`config.mk`:
```
export PLATFORM = sky130hd
export DESIGN_NAME = acrl_top
export DESIGN_NICKNAME = d
export VERILOG_FILES = /design/src/hw/acrl_sync.v /design/src/hw/acrl_top.v
export VERILOG_INCLUDE_DIRS = /design/src /design/src/hw
export SDC_FILE = /design/constraint.sdc
export NUM_CORES = 1
export LEC_CHECK = 0
export BUFFER_PORTS_ARGS = -buffer_cell sky130_fd_sc_hd__clkbuf_2
export CAP_MARGIN = 15
export CORE_MARGIN = 5
export CORE_UTILIZATION = 40
export CTS_BUF_LIST = sky130_fd_sc_hd__clkbuf_4
export CTS_CLUSTER_SIZE = 30
export DETAILED_ROUTE_END_ITERATION = 10
export GPL_ROUTABILITY_DRIVEN = 0
export GPL_TIMING_DRIVEN = 0
export PLACE_DENSITY = 0.55
export SLEW_MARGIN = 20
export SYNTH_ARGS = -nofsm -noshare
export SYNTH_HDL_FRONTEND = slang
export SYNTH_SLANG_ARGS = --single-unit
export TNS_END_PERCENT = 10
```
`constraint.sdc`:
```
create_clock -name I_CLK -period 5.5 [get_ports I_CLK]
set_input_delay 1.375 -clock I_CLK [delete_from_list [all_inputs] [get_ports I_CLK]]
set_output_delay 1.375 -clock I_CLK [all_outputs]
set_load 0.005 [all_outputs]
```
`src/hw/acrl_regs.vh`:
```
// register offsets, field positions and reset values of the low control bank
// assumes nothing; definitions only
`ifndef ACRL_REGS_VH
`define ACRL_REGS_VH
`define ACRL_DEV_ADDR 7'h6c
`define ACRL_OFS_ID 8'h00
`define ACRL_OFS_PWR 8'h01
`define ACRL_OFS_DIG 8'h02
// identity value is arbitrary
`define ACRL_ID_VALUE 8'h5a
`define ACRL_PWR_RESET 8'hfd
`define ACRL_DIG_RESET 8'h14
`define ACRL_PWR_CLIP_HI 7
`define ACRL_PWR_CLIP_LO 2
`define ACRL_PWR_SLEEP 1
`define ACRL_PWR_SD_N 0
`define ACRL_DIG_HPF 7
`define ACRL_DIG_RSVD 6
`define ACRL_DIG_BOOST_HI 5
`define ACRL_DIG_BOOST_LO 4
`define ACRL_DIG_SPEED 3
`define ACRL_DIG_FMT_HI 2
`define ACRL_DIG_FMT_LO 0
`define ACRL_DIG_WMASK 8'hbf
`endif

```
`src/hw/acrl_sync.v`:
```
// two-flop synchroniser for pin inputs
// assumes the input is asynchronous to i_clk
`timescale 1ns/1ps
module acrl_sync #(
  parameter RESET_VAL = 1'b1
) (
  input wire i_clk,
  input wire i_nrst,
  input wire i_d,
  output reg o_q
);
  reg meta;
  always @(posedge i_clk or negedge i_nrst) begin
    if (!i_nrst) begin
      meta <= RESET_VAL;
      o_q <= RESET_VAL;
    end else begin
      meta <= i_d;
      o_q <= meta;
    end
  end
endmodule

```
`src/hw/acrl_top.v`:
```
// two-wire slave with the identity, power and digital path control bytes
// assumes an external open-drain resolution of scl/sda and a sample strobe
// How it works
// - identity byte at index zero, never written
// - power bits 7:2 form threshold top bits
// - sleep bit disables power stage, resets 0
// - active-low shutdown bit zero, resets to one
// - bit seven bypasses high-pass filter
// - reserved bit six reads zero, unwritable
// - boost code gives 0/6/12/18 dB
// - bit three selects single or double speed
// - format field decodes six serial formats
// - threshold top bits reset ones, read/write
// - write: address, index, data, each acknowledged
// - read: index write, restart, data, nack
`timescale 1ns/1ps
`include "acrl_regs.vh"
module acrl_top #(
  parameter [6:0] DEV_ADDR = `ACRL_DEV_ADDR
) (
  // clock and reset
  input wire I_CLK,
  input wire I_NRST,
  // two-wire control port
  input wire I_SCL,
  input wire I_SDA,
  output wire O_SDA,
  output wire O_SDA_OE,
  // audio path timing
  input wire I_SAMPLE_STB,
  // applied controls
  output reg [5:0] O_CLIP_THRESHOLD_HI,
  output reg O_AMP_SLEEP,
  output reg O_AMP_SHUTDOWN_N,
  output reg O_POWER_STAGE_EN,
  output reg O_HIGHPASS_SKIP,
  output reg [1:0] O_BOOST,
  output reg [4:0] O_BOOST_DB,
  output reg O_RATE_SPEED_SELECT,
  output reg [2:0] O_FORMAT,
  output reg [4:0] O_FORMAT_BITS,
  output reg O_FORMAT_I2S,
  output reg O_FORMAT_LEFT
);
  localparam ST_IDLE = 3'd0;
  localparam ST_ADDR = 3'd1;
  localparam ST_ACK = 3'd2;
  localparam ST_WRX = 3'd3;
  localparam ST_RTX = 3'd4;
  localparam ST_RACK = 3'd5;
  localparam ST_SKIP = 3'd6;

  wire scl;
  wire sda;
  acrl_sync u_scl (.i_clk(I_CLK), .i_nrst(I_NRST), .i_d(I_SCL), .o_q(scl));
  acrl_sync u_sda (.i_clk(I_CLK), .i_nrst(I_NRST), .i_d(I_SDA), .o_q(sda));

  reg scl_d;
  reg sda_d;
  always @(posedge I_CLK or negedge I_NRST) begin
    if (!I_NRST) begin
      scl_d <= 1'b1;
      sda_d <= 1'b1;
    end else begin
      scl_d <= scl;
      sda_d <= sda;
    end
  end
  wire scl_rise = scl & ~scl_d;
  wire scl_fall = ~scl & scl_d;
  wire start_c = scl & scl_d & sda_d & ~sda;
  wire stop_c = scl & scl_d & ~sda_d & sda;

  reg [2:0] state;
  reg [2:0] bit_cnt;
  reg [7:0] shift;
  reg [7:0] index;
  reg is_read;
  reg have_index;
  reg ack_drive;
  reg sda_low;
  reg [7:0] pwr;
  reg [7:0] dig;
  reg pending;

  // readback mux; the identity byte is a constant so writes cannot reach it
  reg [7:0] rd_data;
  always @* begin
    case (index)
      `ACRL_OFS_ID: rd_data = `ACRL_ID_VALUE;
      `ACRL_OFS_PWR: rd_data = pwr;
      `ACRL_OFS_DIG: rd_data = dig & `ACRL_DIG_WMASK;
      default: rd_data = 8'h00;
    endcase
  end

  // ack of a received byte happens on the ninth clock, data latched at the falling clock that starts the ack
  always @(posedge I_CLK or negedge I_NRST) begin
    if (!I_NRST) begin
      state <= ST_IDLE;
      bit_cnt <= 3'd0;
      shift <= 8'h00;
      index <= 8'h00;
      is_read <= 1'b0;
      have_index <= 1'b0;
      ack_drive <= 1'b0;
      sda_low <= 1'b0;
      pwr <= `ACRL_PWR_RESET;
      dig <= `ACRL_DIG_RESET;
      pending <= 1'b0;
    end else begin
      if (I_SAMPLE_STB)
        pending <= 1'b0;
      if (start_c) begin
        state <= ST_ADDR;
        bit_cnt <= 3'd0;
        have_index <= 1'b0;
        ack_drive <= 1'b0;
        sda_low <= 1'b0;
      end else if (stop_c) begin
        state <= ST_IDLE;
        ack_drive <= 1'b0;
        sda_low <= 1'b0;
      end else begin
        case (state)
          ST_IDLE: sda_low <= 1'b0;
          ST_ADDR, ST_WRX: begin
            if (scl_rise) begin
              shift <= {shift[6:0], sda};
              bit_cnt <= bit_cnt + 3'd1;
              if (bit_cnt == 3'd7)
                ack_drive <= 1'b1;
            end
            // a full byte is decoded only at its own falling clock, never on stale bits
            if (scl_fall && ack_drive) begin
              ack_drive <= 1'b0;
              bit_cnt <= 3'd0;
              if (state == ST_ADDR) begin
                if (shift[7:1] == DEV_ADDR) begin
                  is_read <= shift[0];
                  sda_low <= 1'b1;
                  state <= ST_ACK;
                end else begin
                  state <= ST_SKIP;
                end
              end else begin
                sda_low <= 1'b1;
                state <= ST_ACK;
                if (!have_index) begin
                  index <= shift;
                  have_index <= 1'b1;
                end else begin
                  if (index == `ACRL_OFS_PWR) begin
                    pwr <= shift;
                    pending <= 1'b1;
                  end else if (index == `ACRL_OFS_DIG) begin
                    dig <= shift & `ACRL_DIG_WMASK;
                    pending <= 1'b1;
                  end
                  index <= index + 8'h01;
                end
              end
            end
          end
          ST_ACK: begin
            if (scl_fall) begin
              bit_cnt <= 3'd0;
              shift <= 8'h00;
              if (is_read) begin
                state <= ST_RTX;
                shift <= {rd_data[6:0], 1'b0};
                sda_low <= ~rd_data[7];
              end else begin
                state <= ST_WRX;
                sda_low <= 1'b0;
              end
            end
          end
          ST_RTX: begin
            if (scl_fall) begin
              bit_cnt <= bit_cnt + 3'd1;
              if (bit_cnt == 3'd7) begin
                sda_low <= 1'b0;
                state <= ST_RACK;
              end else begin
                sda_low <= ~shift[7];
                shift <= {shift[6:0], 1'b0};
              end
            end
          end
          ST_RACK: begin
            if (scl_rise) begin
              if (sda) begin
                state <= ST_SKIP;
              end else begin
                index <= index + 8'h01;
                is_read <= 1'b1;
                state <= ST_ACK;
              end
            end
          end
          ST_SKIP: sda_low <= 1'b0;
          default: state <= ST_IDLE;
        endcase
      end
    end
  end

  assign O_SDA = 1'b0;
  assign O_SDA_OE = sda_low;

  // controls move to the audio path only on a sample boundary
  always @(posedge I_CLK or negedge I_NRST) begin
    if (!I_NRST) begin
      O_CLIP_THRESHOLD_HI <= 6'h3f;
      O_AMP_SLEEP <= 1'b0;
      O_AMP_SHUTDOWN_N <= 1'b1;
      O_POWER_STAGE_EN <= 1'b1;
      O_HIGHPASS_SKIP <= 1'b0;
      O_BOOST <= 2'h1;
      O_BOOST_DB <= 5'h06;
      O_RATE_SPEED_SELECT <= 1'b0;
      O_FORMAT <= 3'h4;
      O_FORMAT_BITS <= 5'h18;
      O_FORMAT_I2S <= 1'b1;
      O_FORMAT_LEFT <= 1'b0;
    end else if (I_SAMPLE_STB && pending) begin
      O_CLIP_THRESHOLD_HI <= pwr[`ACRL_PWR_CLIP_HI:`ACRL_PWR_CLIP_LO];
      O_AMP_SLEEP <= pwr[`ACRL_PWR_SLEEP];
      O_AMP_SHUTDOWN_N <= pwr[`ACRL_PWR_SD_N];
      O_POWER_STAGE_EN <= pwr[`ACRL_PWR_SD_N] & ~pwr[`ACRL_PWR_SLEEP];
      O_HIGHPASS_SKIP <= dig[`ACRL_DIG_HPF];
      O_BOOST <= dig[`ACRL_DIG_BOOST_HI:`ACRL_DIG_BOOST_LO];
      case (dig[`ACRL_DIG_BOOST_HI:`ACRL_DIG_BOOST_LO])
        2'h0: O_BOOST_DB <= 5'h00;
        2'h1: O_BOOST_DB <= 5'h06;
        2'h2: O_BOOST_DB <= 5'h0c;
        default: O_BOOST_DB <= 5'h12;
      endcase
      O_RATE_SPEED_SELECT <= dig[`ACRL_DIG_SPEED];
      O_FORMAT <= dig[`ACRL_DIG_FMT_HI:`ACRL_DIG_FMT_LO];
      O_FORMAT_I2S <= dig[2:0] == 3'h4;
      O_FORMAT_LEFT <= dig[2:0] == 3'h5;
      // reserved codes are the host's fault; they fall back to 24 bits
      case (dig[`ACRL_DIG_FMT_HI:`ACRL_DIG_FMT_LO])
        3'h1: O_FORMAT_BITS <= 5'h14;
        3'h2: O_FORMAT_BITS <= 5'h12;
        3'h3: O_FORMAT_BITS <= 5'h10;
        default: O_FORMAT_BITS <= 5'h18;
      endcase
    end
  end
endmodule

```
# Yosys cells after proc, flatten, opt, wreduce, memory -nomap -nowiden
# Cells that the tools add are included.
# W data, S select, Z words.
[word_totals]
ff_bits = 76
in_bits = 5
out_inout_bits = 30
word_cells = 185
[op_classes]
add_sub_neg = 2
eq_ne = 39
n_mux = 70
bitwise = 19
n_reduce_logical = 26
[op_table]
columns = ["operator", "n"]
rows = [
  ["$mux W8", 10],
  ["$mux W3", 17],
  ["$pmux W8 S3", 2],
  ["$mux W1", 34],
  ["$ne A2 B2 Y1 const B", 12],
  ["$ne A4 B4 Y1 const B", 6],
  ["$reduce_and A7 Y1", 3],
  ["$eq A3 B3 Y1 const B", 6],
  ["$pmux W8 S2", 1],
  ["$reduce_and A8 Y1", 2],
  ["$pmux W3 S5", 1],
  ["$pmux W5 S3", 1],
  ["$eq A3 B2 Y1 const B", 4],
  ["$pmux W4 S3", 1],
  ["$reduce_bool A4 Y1", 3],
  ["$not A1 Y1", 11],
  ["$reduce_and A5 Y1", 2],
  ["$pmux W3 S3", 1],
  ["$add A8 B1 Y8 const B", 1],
  ["$and A1 B1 Y1", 8],
  ["$eq A8 B1 Y1 const B", 1],
  ["$eq A8 B2 Y1 const B", 1],
  ["$logic_not A8 Y1", 1],
  ["$eq A7 B7 Y1 const B", 1],
  ["other kinds (19)", 26],
]

# Logic depth before layout (Yosys ltp)
[depth]
depth_word = 9
mapped_depth = 8
mapped_depth_nobuf = 7

# Hierarchy
# A second synthesis with hierarchy kept.
[unflattened]
hier_cells = 339
area_unflattened_um2 = 3653.5
[modules_own_cells]
columns = ["module", "n_inst", "cells_per_inst", "area_each_um2", "seq_area_each_um2"]
rows = [
  ["acrl_top", 1, 335, 3548.4, 1757.9],
  ["acrl_sync", 2, 2, 52.6, 52.6],
]

# Least setup slack after synthesis
# Ideal clock, no wire load.
[synth_path]
kind = "input -> register"
start = "in I_SAMPLE_STB"
end = "reg O_AMP_SLEEP"
setup_time_ns = 0.125
t_arrival_ns = 2.273
required_ns = 5.375
slack_ns = 3.102
stages = 3
path_buffers = 1
cell_sequence = "nand2_1 -> clkbuf_1 -> mux2_2"
[synth_via]
elab_chain_len = 1
[synth_rtl]
columns = ["element", "line_no", "text"]
rows = [
  ["from (decl)", "acrl_top.v:30", "input wire I_SAMPLE_STB,"],
  ["$logic_and A1 B1 Y1", "acrl_top.v:227", "end else if (I_SAMPLE_STB && pending) begin"],
  ["to (signal assigned)", "acrl_top.v:229", "O_AMP_SLEEP <= pwr[`ACRL_PWR_SLEEP];"],
  ["to (decl)", "acrl_top.v:33", "output reg O_AMP_SLEEP,"],
]
# Every way passes these cells.
# A chain may end at the register's enable or synchronous reset.

# Final worst setup path
[layout_path]
start = "reg O_BOOST_DB[2]"
end = "out O_BOOST_DB[2]"
[layout_lines]
columns = ["element", "line_no", "text"]
rows = [
  ["from (decl)", "acrl_top.v:38", "output reg [4:0] O_BOOST_DB,"],
  ["from (signal assigned)", "acrl_top.v:221", "O_BOOST_DB <= 5'h06;"],
  ["from (signal assigned)", "acrl_top.v:235", "2'h0: O_BOOST_DB <= 5'h00;"],
  ["from (signal assigned)", "acrl_top.v:236", "2'h1: O_BOOST_DB <= 5'h06;"],
]
# No word-level cell between the ends.

==> key figures <==
Floorplan
  – Die area: 11400 µm²
  – Rows: 35
  – Vert. Die Dim: 107 µm
  – Core Region: between 9000 and 10000 µm²
  – Die width: roughly 110 µm
  – Starting density of the core: 0.408
  – Io pins: 35

Power and ir drop
  – Reg power frac: 0.531
  – NetSw: 0.371 mW
  – Switching Fraction: 0.299
  – Combinational power share: 0.151
  – Power per cell area: 293 nW/µm²
  – LEAKAGE: ~1.9 nW
  – Cell Int Power: slightly below 0.9 mW
  – Total power draw: 1.24 mW
  – Max rail drop VDD: 0.000152 V
  – Clk network pwr share: 0.318

Yosys
  – Top_reg_cell synth: dfrtp_1
  – Xor/xnor cell area share of the yosys netlist: 0.00234
  – EDFF count, synth: 0
  – Yosys warnings: 0
  – Synth Area in Adders: 0.0328
  – Post-Syn Area per Cell: 10.6 µm²
  – Compound-Gate Fraction of Synth Area: 0.158
  – Distinct cell type count after synthesis: 56
  – Multiplexer area fraction after synthesis: 0.115
  – Synth Register Bits: 73
  – Sequential element share of the synthesized area: 0.499
  – Largest family of logic cells by synthesized area: compound AO/OA/AOI/OAI gates
  – Synth Area in Simple Gates: 0.152
  – Synth Cell Area: 3740 µm²
  – Gate Count Post-Synth: 352
  – Asr flop ratio synth: 1.00

Clock tree
  – CTS tree: yes
  – Post-cts sizing count: 0
  – CTS Buf Count: 9
  – Worst-Skew Late Latency: about 0.42 ns
  – Reg clk slew, reported paths: around 0.13 ns
  – # clock sinks: between 70 and 80
  – H-tree depth: 3
  – Clock Path Buffers: 2
  – CTS Root Cell: clkbuf_4
  – Setup Fix Bufs, Post-CTS: 0
  – Cts hold-fix bufs: 0

Timing
  – Min cycle time layout: ~2.5 ns
  – Setup violators final: 0
  – Final period utilization: 0.446
  – Fin. max-slew vios: 0
  – Setup WS post-layout: approximately 3.0 ns
  – Hold Vio Cnt, Final: 0
  – Slew @ Worst Pin: approximately 0.72 ns
  – RSZ-0062 raised after global routing: no
  – Slew margin rel.: 0.518
  – Fmax: 408 MHz
  – Fin Hold WS: around 0.37 ns
  – Layout Skew: 0.0147 ns
  – Setup TNS: 0 ns

Global routing
  – First-pass GRT wire length: ~14000 µm
  – Pin count of the biggest net entering global routing: 51
  – Initial antenna violation count: 0
  – GRT Total Usage: 0.152
  – Gr ovfl total: 0
  – Vias in the first global route: approximately 2600

Layout
  – Share of layout cells above drive strength 1: 0.332
  – ANT cells: 0
  – Area Overhead vs Synth: 13.2%
  – Cell area after layout: 4230 µm²
  – Final Util: 0.462
  – Post-Layout Cell Count: ~500
  – Fin nets: about 400

Critical path
  – Critical path buffer and inverter count: 1
  – Crit path depth: 1
  – Cells on worst reg2reg path: 6
  – Slowest stage delay, CP: between 0.5 and 0.6 ns
  – CP required: 4.12 ns
  – Cell family with most CP delay: flip-flops
  – Setup slack on the worst flop-to-flop path: 3.18 ns
  – Slowest-stage cell, CP: dfstp_2
  – Crit path from: O_BOOST_DB[2]
  – CP Class: flip-flop to output port
  – Reg-to-reg endpoint: index[2]
  – Reg2reg start: u_scl.o_q
  – Critical path startpoint category: flip-flop
  – Cell Chain, Critical Path: clkbuf_2
  – Critical Path End Type: output port
  – Setup crit end: O_BOOST_DB[2]
  – Worst path arrival time: 1.08 ns
  – CP Max Fanout: 2

Worst hold path
  – Min-delay worst type: flip-flop to flip-flop

Routing
  – Post-route DRC: 0
  – DRT Wirelength: just over 8000 µm
  – Post-DRT Antenna Nets: 0
  – Router iterations before antenna repair: 5
  – DRT iter0 DRCs: 106
  – Via/cell ratio: 5.41
  – Via count: between 2000 and 3000
  – Post-DR wirelength/cell: around 16 µm

Placement
  – Pre-CTS setup slack: between 2 and 3 ns
  – DP Wirelength: between 5000 and 6000 µm
  – Port Buffer Count: 30
  – Post-Place Cell Area: a little over 4000 µm²
  – Placed Cells: around 500

Flow run
  – Max Cap Viol: 0

Status
  – Status: completed
-- power groups by stage --
stage / sequential, mW / clock (mW) / combinational, mW
2_1_floorplan: 0.636 / 0 / 0.143
3_3_place_gp: 0.668 / 0 / 0.181
3_5_place_dp: 0.669 / 0 / 0.186
4_1_cts: 0.658 / 0.406 / 0.188
5_1_grt: 0.666 / 0.426 / 0.217
6_report: 0.659 / 0.394 / 0.187
-- registers in the layout, summed over array words and instances (netlist names), 2 cells and up --
name / cells
O_BOOST: 2
O_BOOST_DB: 4
O_CLIP_THRESHOLD_HI: 6
O_FORMAT: 3
O_FORMAT_BITS: 3
bit_cnt: 3
dig: 7
index: 8
pwr: 8
shift: 8
state: 3
-- final cells by class --
| class | instances | area, µm² |
|---|---|---|
| clock inverters | 6 | 91.3 |
| flip-flops and latches | 73 | 1860 |
| inverters | 10 | 37.5 |
| fillers | 874 | 4920 |
| multi-input cells | 249 | 1730 |
| repair buffers | 31 | 180 |
| well taps | 111 | 139 |
| clock buffers | 10 | 75.1 |
| plain buffers | 22 | 113 |
-- cell usage after synthesis (all sizes together), types with 2 or more instances --
cell | number | area share
nand3 | 12 | 0.019
inv | 10 | 0.010
conb | 2 | 0.0020
a22oi | 3 | 0.0060
o41ai | 2 | 0.0047
nor3 | 4 | 0.0084
a21oi | 17 | 0.023
o211ai | 4 | 0.0080
nor2 | 18 | 0.020
nand2 | 38 | 0.038
ha | 9 | 0.030
a22o | 4 | 0.0094
a21o | 2 | 0.0040
nor2b | 6 | 0.010
a211oi | 2 | 0.0040
a221oi | 3 | 0.0070
a2bb2oi | 2 | 0.0047
dfrtp | 44 | 0.29
o22ai | 11 | 0.018
clkbuf | 11 | 0.011
nor3b | 2 | 0.0040
a311oi | 2 | 0.0064
mux2 | 38 | 0.11
o21ai | 28 | 0.039
and3 | 3 | 0.0050
dfstp | 29 | 0.20
a31oi | 4 | 0.0067
nand4bb | 2 | 0.0060
or3 | 2 | 0.0033
nand2b | 10 | 0.017
buf | 11 | 0.019
-- cells by family (layout without fill, tap and decap cells) --
kind of cell	after synthesis	after routing
buffers and inverters	32	79
multiplexers	38	38
flip-flops	73	73
XOR/XNOR	1	1
AND/OR/NAND/NOR	105	105
AO/OA/AOI/OAI	91	91
adder cells (fa/ha/maj)	10	10
other	2	4
-- routing by layer --
metal  share of wire  routed length (µm)  global-route usage
met1            0.49                4050               0.221
met2            0.45                3710               0.225
met3           0.039                 317              0.0271
met4           0.014                 118              0.0584
met5               0                   0                   0
-- placed cells by master, fill, tap and decap left out, types with 3 or more instances in the layout --
| master | count |
|---|---|
| a221oi_1 | 3 |
| nand2_1 | 38 |
| and3_1 | 3 |
| nor3_1 | 3 |
| dfrtp_1 | 44 |
| ha_1 | 9 |
| a31oi_1 | 4 |
| clkbuf_2 | 29 |
| inv_1 | 10 |
| o22ai_1 | 11 |
| a22o_1 | 4 |
| nor2b_1 | 6 |
| clkbuf_1 | 11 |
| nand2b_1 | 10 |
| clkbuf_4 | 11 |
| a22oi_1 | 3 |
| buf_2 | 3 |
| buf_4 | 5 |
| nand3_1 | 11 |
| mux2_2 | 38 |
| nor2_1 | 17 |
| o21ai_0 | 27 |
| a21oi_1 | 17 |
| o211ai_1 | 4 |
| conb_1 | 4 |
| dfstp_2 | 29 |
-- worst min path at each step --
| stage | startpoint | to | slack [ns] | cells past startpoint |
|---|---|---|---|---|
| floorplan | u_scl.meta | u_scl.o_q | 0.35 | 0 |
| global placement | u_sda.meta | u_sda.o_q | 0.35 | 0 |
| detailed placement | u_sda.meta | u_sda.o_q | 0.35 | 0 |
| CTS | u_sda.meta | u_sda.o_q | 0.37 | 0 |
| global route | u_sda.meta | u_sda.o_q | 0.37 | 0 |
| finish | u_sda.meta | u_sda.o_q | 0.37 | 0 |
(Power assumes the default switching activity.)
